--- config.mk ---
export PLATFORM = sky130hd
export DESIGN_NAME = hps_slot_pins
export DESIGN_NICKNAME = d
export VERILOG_FILES = /design/src/rtl/hps_pkg.sv /design/src/rtl/hps_shifter.sv /design/src/rtl/hps_slot_pins.sv /design/src/rtl/hps_sync.sv
export SDC_FILE = /design/constraint.sdc
export NUM_CORES = 1
export LEC_CHECK = 0
export BUFFER_PORTS_ARGS = -buffer_cell sky130_fd_sc_hd__buf_2
export CAP_MARGIN = 20
export CORE_MARGIN = 2
export CORE_UTILIZATION = 50
export DETAILED_ROUTE_END_ITERATION = 7
export GPL_TIMING_DRIVEN = 0
export PLACE_DENSITY = 0.73
export SLEW_MARGIN = 0
export SYNTH_ARGS = -nofsm -noshare
export SYNTH_HDL_FRONTEND = slang
export SYNTH_SLANG_ARGS = --single-unit
export TNS_END_PERCENT = 50
--- constraint.sdc ---
create_clock -name clock -period 3.4 [get_ports clock]
set_input_delay 0.17 -clock clock [delete_from_list [all_inputs] [get_ports clock]]
set_output_delay 0.17 -clock clock [all_outputs]
set_load 0.05 [all_outputs]
--- src/rtl/hps_pkg.sv ---
package hps_pkg;

  localparam int unsigned HPS_CMD_W = 8;
  localparam int unsigned HPS_SYNC_STAGES = 2;

  localparam logic HPS_LED_OFF = 1'h1;
  localparam logic HPS_LED_ON = 1'h0;
  localparam logic HPS_VIO_1V5 = 1'h0;

  // Pin levels after the two-flop synchroniser.
  typedef struct packed {
    logic supplies_valid;
    logic direct_mode_select;
    logic main_power_enable_in;
    logic aux_switch_in;
    logic attention_button_in;
    logic attention_led_enable_in;
    logic power_led_enable_in;
    logic io_voltage_select;
    logic gate_drive_12v;
    logic gate_drive_5v_3v;
    logic main_below_threshold;
    logic main_overcurrent;
    logic aux_overcurrent;
    logic slot_clock_enable;
    logic slot_speed_mode_pin_in;
    logic serial_shift_clock;
    logic serial_latch_clock;
    logic serial_data_in;
  } hps_pins_s;

  // Idle levels loaded into the synchroniser at reset. Without them the active-low
  // pins would read as asserted for two edges after release and pulse aux power.
  localparam hps_pins_s HPS_PINS_IDLE = '{
    aux_switch_in: 1'h1,
    attention_button_in: 1'h1,
    main_below_threshold: 1'h1,
    default: 1'h0
  };

  // Command word moved from the shift register on a latch clock edge.
  // The first bit shifted in lands in the top field.
  typedef struct packed {
    logic main_power_req;
    logic attention_led_on;
    logic power_led_on;
    logic speed_66;
    logic vio_3v3;
    logic [2:0] spare;
  } hps_cmd_s;

  typedef enum logic [1:0] {
    HPS_PWR_OFF,
    HPS_PWR_RAMP_UP,
    HPS_PWR_ON,
    HPS_PWR_RAMP_DOWN
  } hps_pwr_e;

endpackage : hps_pkg

--- src/rtl/hps_shifter.sv ---
`timescale 1ns/10ps
`default_nettype none

module hps_shifter #(
  parameter int unsigned WIDTH = hps_pkg::HPS_CMD_W
) (
  input wire logic clock,
  input wire logic nrst,
  input wire logic shift_pulse,
  input wire logic latch_pulse,
  input wire logic data_in,
  output logic shift_out,
  output logic [WIDTH-1:0] par_out
);

  logic [WIDTH-1:0] shift_reg;

  always_ff @(posedge clock) begin
    if (!nrst) begin
      shift_reg <= '0;
      shift_out <= 1'h0;
    end else if (shift_pulse) begin
      shift_reg <= {shift_reg[WIDTH-2:0], data_in};
      shift_out <= shift_reg[WIDTH-1];
    end
  end

  // The parallel outputs change only on a latch edge, so a half-shifted word never acts.
  always_ff @(posedge clock) begin
    if (!nrst) begin
      par_out <= '0;
    end else if (latch_pulse) begin
      par_out <= shift_reg;
    end
  end

endmodule : hps_shifter

`default_nettype wire

--- src/rtl/hps_slot_pins.sv ---
`timescale 1ns/10ps
`default_nettype none

module hps_slot_pins (
  input wire logic clock,
  input wire logic nrst,
  input wire logic supplies_valid,
  input wire logic direct_mode_select,
  input wire logic main_power_enable_in,
  input wire logic aux_switch_in,
  input wire logic attention_button_in,
  input wire logic attention_led_enable_in,
  input wire logic power_led_enable_in,
  input wire logic io_voltage_select,
  input wire logic gate_drive_12v,
  input wire logic gate_drive_5v_3v,
  input wire logic main_below_threshold,
  input wire logic main_overcurrent,
  input wire logic aux_overcurrent,
  input wire logic slot_clock_enable,
  input wire logic slot_speed_mode_pin_in,
  input wire logic serial_shift_clock,
  input wire logic serial_latch_clock,
  input wire logic serial_data_in,
  input wire logic button_clear,
  output logic slot_off_status,
  output logic main_power_on,
  output logic aux_power_on,
  output logic main_aux_fault_out,
  output logic aux_fault_latch,
  output logic attention_led_out,
  output logic power_led_out,
  output logic chain_data_out,
  output logic slot_speed_mode_pin_out,
  output logic slot_speed_mode_pin_oe,
  output logic speed_mode_sensed,
  output logic io_voltage_3v3,
  output logic forced_enable,
  output logic serial_mode_active,
  output logic button_pressed
);

  hps_pkg::hps_pins_s pins_raw;
  hps_pkg::hps_pins_s p;
  hps_pkg::hps_cmd_s cmd;
  hps_pkg::hps_pwr_e state_reg;
  hps_pkg::hps_pwr_e state_next;
  logic [hps_pkg::HPS_CMD_W-1:0] cmd_bits;
  logic pg_q_reg;
  logic sclk_q_reg;
  logic lclk_q_reg;
  logic mode_valid_reg;
  logic mode_direct_reg;
  logic main_fault_reg;
  logic pg_rise;
  logic shift_pulse;
  logic latch_pulse;
  logic overcurrent;
  logic power_req;
  logic main_fault_set;
  logic main_fault_clr;
  logic aux_fault_set;
  logic attn_on;
  logic pled_on;

  assign pins_raw = {supplies_valid, direct_mode_select, main_power_enable_in, aux_switch_in,
    attention_button_in, attention_led_enable_in, power_led_enable_in, io_voltage_select,
    gate_drive_12v, gate_drive_5v_3v, main_below_threshold, main_overcurrent, aux_overcurrent,
    slot_clock_enable, slot_speed_mode_pin_in, serial_shift_clock, serial_latch_clock,
    serial_data_in};

  hps_sync #(
    .WIDTH($bits(hps_pkg::hps_pins_s)),
    .RESET_VALUE(hps_pkg::HPS_PINS_IDLE)
  ) u_sync (
    .clock(clock),
    .nrst(nrst),
    .d(pins_raw),
    .q(p)
  );

  // Data and clock share the synchroniser delay, so data is taken as it stood at the edge.
  hps_shifter #(
    .WIDTH(hps_pkg::HPS_CMD_W)
  ) u_shifter (
    .clock(clock),
    .nrst(nrst),
    .shift_pulse(shift_pulse),
    .latch_pulse(latch_pulse),
    .data_in(p.serial_data_in),
    .shift_out(chain_data_out),
    .par_out(cmd_bits)
  );

  assign cmd = hps_pkg::hps_cmd_s'(cmd_bits);
  assign pg_rise = p.supplies_valid & ~pg_q_reg;
  assign shift_pulse = p.serial_shift_clock & ~sclk_q_reg & ~mode_direct_reg;
  assign latch_pulse = p.serial_latch_clock & ~lclk_q_reg & ~mode_direct_reg;
  assign overcurrent = p.main_overcurrent | p.aux_overcurrent;
  assign power_req = mode_valid_reg & ~main_fault_reg & (forced_enable |
    (mode_direct_reg ? p.main_power_enable_in : cmd.main_power_req));
  assign main_fault_set = (state_reg == hps_pkg::HPS_PWR_ON) & overcurrent;
  assign main_fault_clr = mode_direct_reg ? ~p.main_power_enable_in : ~cmd.main_power_req;
  assign aux_fault_set = aux_power_on & p.aux_overcurrent;

  always_ff @(posedge clock) begin
    if (!nrst) begin
      pg_q_reg <= 1'h0;
      sclk_q_reg <= 1'h0;
      lclk_q_reg <= 1'h0;
    end else begin
      pg_q_reg <= p.supplies_valid;
      sclk_q_reg <= p.serial_shift_clock;
      lclk_q_reg <= p.serial_latch_clock;
    end
  end

  // Operating mode is only meaningful once the supplies have come good.
  always_ff @(posedge clock) begin
    if (!nrst) begin
      mode_valid_reg <= 1'h0;
      mode_direct_reg <= 1'h0;
      forced_enable <= 1'h0;
      serial_mode_active <= 1'h0;
    end else if (pg_rise) begin
      mode_valid_reg <= 1'h1;
      mode_direct_reg <= p.direct_mode_select;
      forced_enable <= (power_led_out == hps_pkg::HPS_LED_ON);
      serial_mode_active <= ~p.direct_mode_select;
    end else if (!p.supplies_valid) begin
      mode_valid_reg <= 1'h0;
      forced_enable <= 1'h0;
      serial_mode_active <= 1'h0;
    end
  end

  always_comb begin
    state_next = state_reg;
    unique case (state_reg)
      hps_pkg::HPS_PWR_OFF: begin
        if (power_req) begin
          state_next = hps_pkg::HPS_PWR_RAMP_UP;
        end
      end
      hps_pkg::HPS_PWR_RAMP_UP: begin
        if (!power_req) begin
          state_next = hps_pkg::HPS_PWR_RAMP_DOWN;
        end else if (p.gate_drive_12v && p.gate_drive_5v_3v) begin
          state_next = hps_pkg::HPS_PWR_ON;
        end
      end
      hps_pkg::HPS_PWR_ON: begin
        if (overcurrent || !power_req) begin
          state_next = hps_pkg::HPS_PWR_RAMP_DOWN;
        end
      end
      hps_pkg::HPS_PWR_RAMP_DOWN: begin
        if (p.main_below_threshold) begin
          state_next = hps_pkg::HPS_PWR_OFF;
        end
      end
    endcase
  end

  always_ff @(posedge clock) begin
    if (!nrst) begin
      state_reg <= hps_pkg::HPS_PWR_OFF;
      main_power_on <= 1'h0;
    end else begin
      state_reg <= state_next;
      main_power_on <= (state_next == hps_pkg::HPS_PWR_RAMP_UP) ||
        (state_next == hps_pkg::HPS_PWR_ON);
    end
  end

  // A plain disable holds the status high; only a fault or empty rails pull it low.
  always_ff @(posedge clock) begin
    if (!nrst) begin
      slot_off_status <= 1'h0;
    end else if (main_fault_set) begin
      slot_off_status <= 1'h0;
    end else if (state_reg == hps_pkg::HPS_PWR_RAMP_DOWN && p.main_below_threshold) begin
      slot_off_status <= 1'h0;
    end else if (state_reg == hps_pkg::HPS_PWR_RAMP_UP && state_next == hps_pkg::HPS_PWR_ON) begin
      slot_off_status <= 1'h1;
    end
  end

  always_ff @(posedge clock) begin
    if (!nrst) begin
      main_fault_reg <= 1'h0;
    end else if (main_fault_set) begin
      main_fault_reg <= 1'h1;
    end else if (main_fault_clr) begin
      main_fault_reg <= 1'h0;
    end
  end

  always_ff @(posedge clock) begin
    if (!nrst) begin
      aux_fault_latch <= 1'h0;
      aux_power_on <= 1'h0;
    end else begin
      if (aux_fault_set) begin
        aux_fault_latch <= 1'h1;
      end else if (p.aux_switch_in) begin
        aux_fault_latch <= 1'h0;
      end
      aux_power_on <= ~p.aux_switch_in & ~aux_fault_set & ~aux_fault_latch;
    end
  end

  always_ff @(posedge clock) begin
    if (!nrst) begin
      main_aux_fault_out <= 1'h0;
    end else begin
      main_aux_fault_out <= p.supplies_valid & (main_fault_reg | aux_fault_latch);
    end
  end

  always_ff @(posedge clock) begin
    if (!nrst) begin
      button_pressed <= 1'h0;
    end else if (serial_mode_active && !p.attention_button_in) begin
      button_pressed <= 1'h1;
    end else if (button_clear) begin
      button_pressed <= 1'h0;
    end
  end

  // The serial command word resets to all zero, so both LEDs start off.
  always_comb begin
    attn_on = aux_fault_latch;
    if (p.supplies_valid && mode_valid_reg) begin
      attn_on = mode_direct_reg ? p.attention_led_enable_in : cmd.attention_led_on;
    end else if (p.supplies_valid) begin
      attn_on = 1'h0;
    end
    // The direct input leads before the mode is known, so forced mode can be strapped.
    pled_on = p.power_led_enable_in;
    if (mode_valid_reg) begin
      pled_on = mode_direct_reg ? p.power_led_enable_in : cmd.power_led_on;
    end
  end

  always_ff @(posedge clock) begin
    if (!nrst) begin
      attention_led_out <= hps_pkg::HPS_LED_OFF;
      power_led_out <= hps_pkg::HPS_LED_OFF;
    end else begin
      attention_led_out <= attn_on ? hps_pkg::HPS_LED_ON : hps_pkg::HPS_LED_OFF;
      power_led_out <= pled_on ? hps_pkg::HPS_LED_ON : hps_pkg::HPS_LED_OFF;
    end
  end

  always_ff @(posedge clock) begin
    if (!nrst) begin
      slot_speed_mode_pin_out <= 1'h0;
      slot_speed_mode_pin_oe <= 1'h0;
      speed_mode_sensed <= 1'h0;
    end else begin
      slot_speed_mode_pin_out <= 1'h0;
      slot_speed_mode_pin_oe <= serial_mode_active & p.slot_clock_enable & ~cmd.speed_66;
      speed_mode_sensed <= p.slot_speed_mode_pin_in;
    end
  end

  // The selection is only taken with the slot unpowered, so a late change
  // of the select input cannot swap rails under a live card.
  always_ff @(posedge clock) begin
    if (!nrst) begin
      io_voltage_3v3 <= hps_pkg::HPS_VIO_1V5;
    end else if (state_reg == hps_pkg::HPS_PWR_OFF && mode_valid_reg) begin
      io_voltage_3v3 <= mode_direct_reg ? p.io_voltage_select : cmd.vio_3v3;
    end
  end

  mode_hold_a: assert property (@(posedge clock) disable iff (!nrst)
    !pg_rise |=> mode_direct_reg == $past(mode_direct_reg))
    else $error("operating mode changed without a supplies-valid rise");
  gates_before_on_a: assert property (@(posedge clock) disable iff (!nrst)
    $rose(slot_off_status) |-> $past(p.gate_drive_12v && p.gate_drive_5v_3v))
    else $error("slot status rose before both gate drives were high");
  fault_drop_a: assert property (@(posedge clock) disable iff (!nrst)
    (state_reg == hps_pkg::HPS_PWR_ON && overcurrent) |=> !slot_off_status && main_fault_reg)
    else $error("over-current did not drop slot status");
  off_after_low_a: assert property (@(posedge clock) disable iff (!nrst)
    $fell(slot_off_status) |-> $past(main_fault_set || p.main_below_threshold))
    else $error("slot status fell before rails were low");
  button_set_a: assert property (@(posedge clock) disable iff (!nrst)
    (serial_mode_active && !p.attention_button_in) |=> button_pressed)
    else $error("button press was not recorded");
  power_on_a: assert property (@(posedge clock) disable iff (!nrst)
    (state_reg == hps_pkg::HPS_PWR_OFF && power_req) |=> main_power_on ##0
    state_reg == hps_pkg::HPS_PWR_RAMP_UP)
    else $error("main power did not start on request");
  fault_clear_a: assert property (@(posedge clock) disable iff (!nrst)
    (mode_direct_reg && !p.main_power_enable_in && !main_fault_set) |=> !main_fault_reg)
    else $error("fault latch not cleared by enable deassertion");
  aux_follow_a: assert property (@(posedge clock) disable iff (!nrst)
    aux_power_on |-> $past(!p.aux_switch_in && !aux_fault_latch))
    else $error("aux power on without switch request");
  aux_clear_a: assert property (@(posedge clock) disable iff (!nrst)
    (p.aux_switch_in && !aux_fault_set) |=> !aux_fault_latch)
    else $error("aux fault latch not cleared by switch");
  attn_fault_a: assert property (@(posedge clock) disable iff (!nrst)
    !p.supplies_valid |=> attention_led_out == !$past(aux_fault_latch))
    else $error("attention LED does not show aux fault latch");
  forced_mode_a: assert property (@(posedge clock) disable iff (!nrst)
    pg_rise |=> forced_enable == ($past(power_led_out) == hps_pkg::HPS_LED_ON))
    else $error("forced enable not taken from power LED");
  vio_hold_a: assert property (@(posedge clock) disable iff (!nrst)
    (state_reg != hps_pkg::HPS_PWR_OFF) |=> $stable(io_voltage_3v3))
    else $error("I/O voltage changed while slot powered");

endmodule : hps_slot_pins

`default_nettype wire

--- src/rtl/hps_sync.sv ---
`timescale 1ns/10ps
`default_nettype none

module hps_sync #(
  parameter int unsigned WIDTH = 1,
  parameter logic [WIDTH-1:0] RESET_VALUE = '0
) (
  input wire logic clock,
  input wire logic nrst,
  input wire logic [WIDTH-1:0] d,
  output logic [WIDTH-1:0] q
);

  logic [WIDTH-1:0] meta_reg;

  // The first stage feeds only the second stage.
  always_ff @(posedge clock) begin
    if (!nrst) begin
      meta_reg <= RESET_VALUE;
      q <= RESET_VALUE;
    end else begin
      meta_reg <= d;
      q <= meta_reg;
    end
  end

endmodule : hps_sync

`default_nettype wire

==> results of run 1 <==
==> placed cells by master (no fill, tap or decap), types with 2 or more instances in the layout <==
cell type and instances:
sky130_fd_sc_hd__nand2_1 10, sky130_fd_sc_hd__nor3_1 2, sky130_fd_sc_hd__nand2b_1 7, sky130_fd_sc_hd__a21oi_1 7, sky130_fd_sc_hd__clkbuf_8 10, sky130_fd_sc_hd__inv_1 7
sky130_fd_sc_hd__and2_1 35, sky130_fd_sc_hd__nor2b_1 2, sky130_fd_sc_hd__nor2_1 24, sky130_fd_sc_hd__dfxtp_1 71, sky130_fd_sc_hd__buf_2 34, sky130_fd_sc_hd__o21ai_0 3
sky130_fd_sc_hd__mux2i_1 18, sky130_fd_sc_hd__a21o_1 2, sky130_fd_sc_hd__clkbuf_1 12, sky130_fd_sc_hd__o22ai_1 2, sky130_fd_sc_hd__nand3b_1 2
==> per-stage QoR <==
step,setup slack (ps),cells
2_1_floorplan,1594,217
3_3_place_gp,1485,302
3_5_place_dp,1489,302
4_1_cts,1457,318
5_1_grt,1350,318
6_report,1452,318
==> power by group through the flow <==
stage / registers [mW] / logic (mW) / clock network, mW
floorplan: 0.891 / 0.0430 / 0
global placement: 0.883 / 0.0737 / 0
detailed placement: 0.884 / 0.0746 / 0
CTS: 0.865 / 0.0761 / 0.569
global route: 0.867 / 0.0836 / 0.601
finish: 0.865 / 0.0748 / 0.549
==> worst max-delay path, cell delays in order (launching register included) <==
cell                      delay [ps]
sky130_fd_sc_hd__dfxtp_1         320
sky130_fd_sc_hd__buf_6           140
sky130_fd_sc_hd__mux2_4          320
sky130_fd_sc_hd__o21ai_4         160
sky130_fd_sc_hd__mux2i_1         230
sky130_fd_sc_hd__nand2_1          80
sky130_fd_sc_hd__ha_1            200
sky130_fd_sc_hd__nand2_1          60
sky130_fd_sc_hd__nor2_1           40
sky130_fd_sc_hd__o221a_2         270
==> layer usage <==
metal	track usage	routed length [um]	vias to the layer above
met2	0.2436	1601	31
li1	-	-	787
met1	0.2132	1879	646
met3	0.06806	199	8
met4	0.09434	84	0
met5	0	0	-
==> area by class of cell <==
class,instances,area share
clock buffers,14,0.05617
clock inverters,1,0.001842
repair buffers,34,0.06446
plain buffers,11,0.01980
inverters,7,0.009668
well taps,52,0.02394
flip-flops and latches,71,0.5230
multi-input cells,128,0.3011
==> how the worst min path moves through the flow <==
stage,from,to,slack (ps),cells past startpoint
after global placement,attention_button_in,u_sync.meta_reg[13],350,2
after detailed placement,aux_switch_in,u_sync.meta_reg[14],360,2
after CTS,attention_button_in,u_sync.meta_reg[13],4,2
after floorplan,attention_button_in,u_sync.meta_reg[13],270,1
after global routing,attention_button_in,u_sync.meta_reg[13],20,2
final,attention_button_in,u_sync.meta_reg[13],20,2
==> kinds of logic after synthesis <==
family                     synth area share
AOI/OAI and AO/OA                   0.05987
other                              0.001617
and+or+nand+nor                      0.2017
buffers and inverters               0.03452
DFF                                  0.6127
adders and majority gates          0.005393
muxes                               0.08414
==> results_dict.tcl, run 1 <==
set metrics [dict create \
    outcome "finished, final reports clean" \
    die_area_sq_mm 0.005201 \
    clk-insertion-delay-late_ps 340 \
    finish.utilization 0.6156 \
    timing.reg2reg.worst_path_depth 9 \
    routedWlPerCell_um 11.84 \
    congestion_overflow_gr 0 \
    report.final.slew_viol_count 0 \
    final-seq-area_sq_mm 0.001421 \
    cp-startpoint "mode_direct_reg" \
    postSynthAreaPerCell_sq_um 10.69 \
    pwr-share-clk 0.369 \
    cap_viol_max_count 0 \
    fin_crit_sh 0.5729 \
    ys_top_cells_by_area "sky130_fd_sc_hd__dfxtp_1, sky130_fd_sc_hd__and2_1, sky130_fd_sc_hd__mux2i_1" \
    synth_edf_count 0 \
    dpl_cell_area_sq_mm 0.002550 \
    ant_nets 0 \
    max_slew_margin 0.6250 \
    seq_area_frac_synth 0.6127 \
    port_buffers 33 \
    comb_power_share 0.050 \
    io_pins 36 \
    finalHoldViolations 0 \
    worst_setup_path_end_kind "flop" \
    cts_made_buffers 9 \
    clk_transition_reported_paths_ps 60 \
    clock-sinks 71 \
    rsz0062_at_grt "false" \
    number_of_antenna_cells_inserted 0 \
    final_layout_size_suffix_gt1_frac 0.1955 \
    postCtsSetupRepairBufs 0 \
    regToRegEndpoint "slot_off_status" \
    worstSetupPathType "flop to flop" \
    clock_tree_from_tritoncts "done" \
    maxClockFrequency_mhz 513.4 \
    ys.warnings.count 0 \
    r2r_slack_ps 1450 \
    fp.dieW_um 72.12 \
    multi_input_gate_area_in_the_final_layout_sq_um 818.3 \
    grt_start_max_net_pins 11 \
    routed_wirelength_um 3765 \
    tightest_slew_ps 560.0 \
    power_mw 1.489 \
    netSwitchingPower_uw 318.5 \
    die_height_um 72.12 \
    start_util 0.5255 \
    grt_pass1_vias 1441 \
    detail_route.iter0.violations 69 \
    share_of_the_synthesized_area_in_the_top_cell_type 0.6127 \
    fin_area_sq_mm 0.002718 \
    antenna_violations_before_repair 0 \
    worstReg2RegStart "mode_direct_reg" \
    synth.top_cells.by_count "sky130_fd_sc_hd__dfxtp_1, sky130_fd_sc_hd__and2_1, sky130_fd_sc_hd__nor2_1" \
    post_synthesis_cell_area_sq_mm 0.002320 \
    intPower_mw 1.170 \
    drt_drc_violations_left 0 \
    netlist-cell-type-count 32 \
    final_net_count 284 \
    power.sequential.fraction 0.581 \
    required_ps 3620 \
    finalSetupViolations 0 \
    async_flop_share 0 \
    cts_hold_buffers 1 \
    grt_util_all_layers 0.1683 \
    switching_share_of_total_power 0.2139 \
    clock_tree.buffer_depth 2 \
    dp_hpwl_um 2543 \
    cp_data_arrival_time_ps 2170 \
    synth.ff_latch_count 71 \
    routed_via_density 4.629 \
    cts.htree.levels 3 \
    hold_path.class "input port to flop" \
    setup-tns-final_ps 0 \
    synth_fp_nets 239 \
    final.fill_count 379 \
    coreArea_sq_mm 0.004414 \
    cts.repair.resized 0 \
    layout-area-overhead-vs-synth_pct 17.15 \
    yosysTopAreaCell "sky130_fd_sc_hd__dfxtp_1" \
    cts_root_buf "sky130_fd_sc_hd__clkbuf_8" \
    vdd_ir_drop_max_v 0.0003025 \
    global_route_wire_length_before_repair_um 6410 \
    dominant_synthesized_flop_cell "sky130_fd_sc_hd__dfxtp_1" \
    gpl.final_weighted_congestion 0.7520 \
    detailedRoute.firstPassIterationCount 4 \
    timing.critical_path.fanout_max 8 \
    power_density_mw_per_mm2 547.8 \
    critical_path.startpoint_type "flop" \
    final.setup_skew_ps 8.065 \
    vias 1472 \
    hold_ws_ps 16.82 \
    post-synth-top-count-cell "sky130_fd_sc_hd__dfxtp_1" \
    std_cell_rows 24 \
    syn_inst 217 \
    crit_end "slot_off_status" \
    fin_crit_ps 1948 \
    static-leakage-power_nw 1.131 \
]
Power figures use the tool's default switching activity.
==> inputs of run 2 (changes only) <==
Settings changed: ABC_AREA set to 1, CORE_UTILIZATION 50 to 49, PLACE_DENSITY 0.73 to 0.74.
Clock period 3.4 ns to 1.65 ns, I/O delays scaled along.
==> run 2 against run 1 <==
Clock skew shrank 4.3 ps. Core utilization grew 1.7 points. Clock power grew 140%. Critical path depth grew 2. Maximum frequency grew 35%.
==> results_dict.tcl, run 2 <==
set metrics [dict create \
    slowest_delay_ps 390 \
    clk-insertion-delay-late_ps 340 \
    maxClockFrequency_mhz 692.5 \
    required_ps 1930 \
    rsz0062_at_grt "false" \
    netlist-cell-type-count 24 \
    std_cell_rows 25 \
    cts_made_buffers 9 \
    cap_viol_max_count 0 \
    post-synth-top-count-cell "sky130_fd_sc_hd__dfxtp_1" \
    coreArea_sq_mm 0.004692 \
    report.final.slew_viol_count 0 \
    clock-sinks 71 \
    io_pins 36 \
    static-leakage-power_nw 1.562 \
    crit_end "slot_off_status" \
    fp.dieW_um 73.34 \
    power_density_mw_per_mm2 1159 \
    finalSetupViolations 0 \
    final_cell_mix "sky130_fd_sc_hd__dfxtp_1, sky130_fd_sc_hd__nand2_1, sky130_fd_sc_hd__inv_1" \
    seq_area_frac_synth 0.6033 \
    layout-area-overhead-vs-synth_pct 26.02 \
    vias 1831 \
    worst_path_most_repeated_cell "sky130_fd_sc_hd__nand2_1" \
    start_util 0.5021 \
    pwr-share-clk 0.384 \
    clock_tree_from_tritoncts "done" \
    detailedRoute.firstPassIterationCount 4 \
    async_flop_share 0 \
    worst_setup_path_end_kind "flop" \
    worstReg2RegStart "state_reg[1]" \
    cp_num_buf_inv 1 \
    dp_hpwl_um 2663 \
    netSwitchingPower_uw 836.8 \
    worstSetupPathType "flop to flop" \
    dominant_synthesized_flop_cell "sky130_fd_sc_hd__dfxtp_1" \
    synth.top_cells.by_count "sky130_fd_sc_hd__dfxtp_1, sky130_fd_sc_hd__nand2_1, sky130_fd_sc_hd__inv_1" \
    hold_ws_ps 45.58 \
    routed_wirelength_um 4171 \
    timing.critical_path.fanout_max 4 \
    power_mw 3.441 \
    timing.reg2reg.worst_path_depth 11 \
    die_area_sq_mm 0.005379 \
    grt_start_max_net_pins 13 \
    gpl.final_weighted_congestion 0.8111 \
    postCtsSetupRepairBufs 0 \
    share_of_the_synthesized_area_in_the_top_cell_type 0.6033 \
    cp-startpoint "state_reg[1]" \
    synth.ff_latch_count 71 \
    ant_nets 0 \
    fin_crit_sh 0.8752 \
    global_route_wire_length_before_repair_um 7265 \
    postLayoutSetupSlackWorst_ps 206.0 \
    die_height_um 73.34 \
    final-seq-area_sq_mm 0.001423 \
    post_synthesis_cell_area_sq_mm 0.002356 \
    layout_commonest_cell "sky130_fd_sc_hd__dfxtp_1" \
    congestion_overflow_gr 0 \
    clock_tree.buffer_depth 2 \
    setup-tns-final_ps 0 \
    number_of_antenna_cells_inserted 0 \
    hold_path.class "input port to flop" \
    port_buffers 33 \
    final_net_count 375 \
    postSynthAreaPerCell_sq_um 8.124 \
    cp_data_arrival_time_ps 1720 \
    final.fill_count 398 \
    drt_drc_violations_left 0 \
    fin_crit_ps 1444 \
    clk_transition_reported_paths_ps 70 \
    final.setup_skew_ps 3.738 \
    cp_cell_sequence "inv_1 -> nor2_1 -> nand2_1 -> nand2_1 -> nor2_1 -> nand2_1 -> nand2_2 -> ha_1 -> nand3_1 -> nand2_1 -> a21oi_1" \
    critPathSlowestCell "sky130_fd_sc_hd__dfxtp_1" \
    crit_path_cell_count 11 \
    cts_root_buf "sky130_fd_sc_hd__clkbuf_8" \
    post-place-ws_ps 160.2 \
    post-place-cells 377 \
    yosysTopAreaCell "sky130_fd_sc_hd__dfxtp_1" \
    synth_fp_nets 312 \
    r2r_slack_ps 210 \
    multi_input_gate_area_in_the_final_layout_sq_um 691.9 \
    detail_route.iter0.violations 75 \
    comb_power_share 0.085 \
    grt_util_all_layers 0.1825 \
    finalHoldViolations 0 \
    cts.htree.levels 3 \
    antenna_violations_before_repair 0 \
    ys_top_cells_by_area "sky130_fd_sc_hd__dfxtp_1, sky130_fd_sc_hd__nand2_1, sky130_fd_sc_hd__inv_1" \
    crit_family "simple AND/OR/NAND/NOR gates" \
    critical_path.startpoint_type "flop" \
    power.sequential.fraction 0.531 \
    final_layout_size_suffix_gt1_frac 0.1844 \
    grt_pass1_vias 1734 \
    outcome "finished, final reports clean" \
    ys.warnings.count 0 \
    intPower_mw 2.604 \
    routedWlPerCell_um 10.12 \
    syn_inst 290 \
    synth_edf_count 0 \
    routed_via_density 4.444 \
    switching_share_of_total_power 0.2432 \
    vdd_ir_drop_max_v 0.0005825 \
    layoutNonFillerInstCount 412 \
    regToRegEndpoint "slot_off_status" \
]
==> run 2: cell types whose count changed after synthesis, sizes merged, moves of 4 or more <==
cell,delta
inv,+47
nand2,+50
mux2i,-18
nor2,+27
nand2b,-7
or2,+6
o21ai,+12
clkbuf,-4
nand3,+7
and2,-35
==> run 2: per-layer routing <==
layer / vias to the layer above / part of all wire / global-route usage
met2: 48 / 0.45 / 0.2863
met1: 793 / 0.47 / 0.2188
li1: 980 / - / -
met4: 0 / 0.028 / 0.1152
met3: 10 / 0.049 / 0.05350
met5: - / 0 / 0
==> run 2: final cells by class <==
| cell class | count | area share |
|---|---|---|
| clock buffers | 10 | 0.04298 |
| clock inverters | 6 | 0.02065 |
| plain buffers | 8 | 0.01349 |
| multi-input cells | 157 | 0.2330 |
| flip-flops and latches | 71 | 0.4791 |
| repair buffers | 52 | 0.1197 |
| inverters | 54 | 0.06827 |
| well taps | 54 | 0.02276 |
==> run 2: what timing repair did <==
action                                  in CTS  in global routing
hold buffers                                19                  0
endpoints found under the hold margin       19                  0
resized for setup                            0                  1
endpoints found under the setup margin       0                  1
==> run 2: worst min-delay path: cells and delay by family <==
kind,cells,cell delay [ps]
buffers and inverters,1,150
AND/OR/NAND/NOR,2,110
==> run 2: worst min path at each step <==
stage | startpoint | slack (ps) | cells after the start | endpoint
after detailed placement | serial_data_in | 270 | 3 | u_sync.meta_reg[0]
after CTS | nrst | 30 | 3 | slot_speed_mode_pin_oe
after global placement | serial_latch_clock | 260 | 3 | u_sync.meta_reg[1]
after floorplan | serial_data_in | 180 | 2 | u_sync.meta_reg[0]
after global routing | nrst | 60 | 3 | slot_speed_mode_pin_oe
final | nrst | 50 | 3 | slot_speed_mode_pin_oe
==> run 2: logic make-up (layout without fill, tap and decap cells) <==
family,count (synthesis),after routing,share of synthesized area
AO/OA/AOI/OAI,28,28,0.06533
adder cells (fa/ha/maj),1,1,0.005310
buffers and inverters,62,130,0.1030
flip-flops,71,71,0.6033
other,1,1,0.001592
AND/OR/NAND/NOR,127,127,0.2215
==> run 2: power by group through the flow <==
stage	clock, mW	sequential (mW)	combinational, mW
CTS	1.35	1.83	0.294
floorplan	0	1.90	0.154
global route	1.42	1.84	0.339
global placement	0	1.86	0.253
finish	1.32	1.83	0.294
detailed placement	0	1.87	0.258
==> run 2: metrics by stage <==
stage | cell area (sq um) | util
after floorplan | 2356 | -
after global placement | 2589 | 0.5517
after detailed placement | 2589 | 0.5517
after CTS | 2968 | 0.6325
after global routing | 2969 | 0.6328
final | 2969 | 0.6328
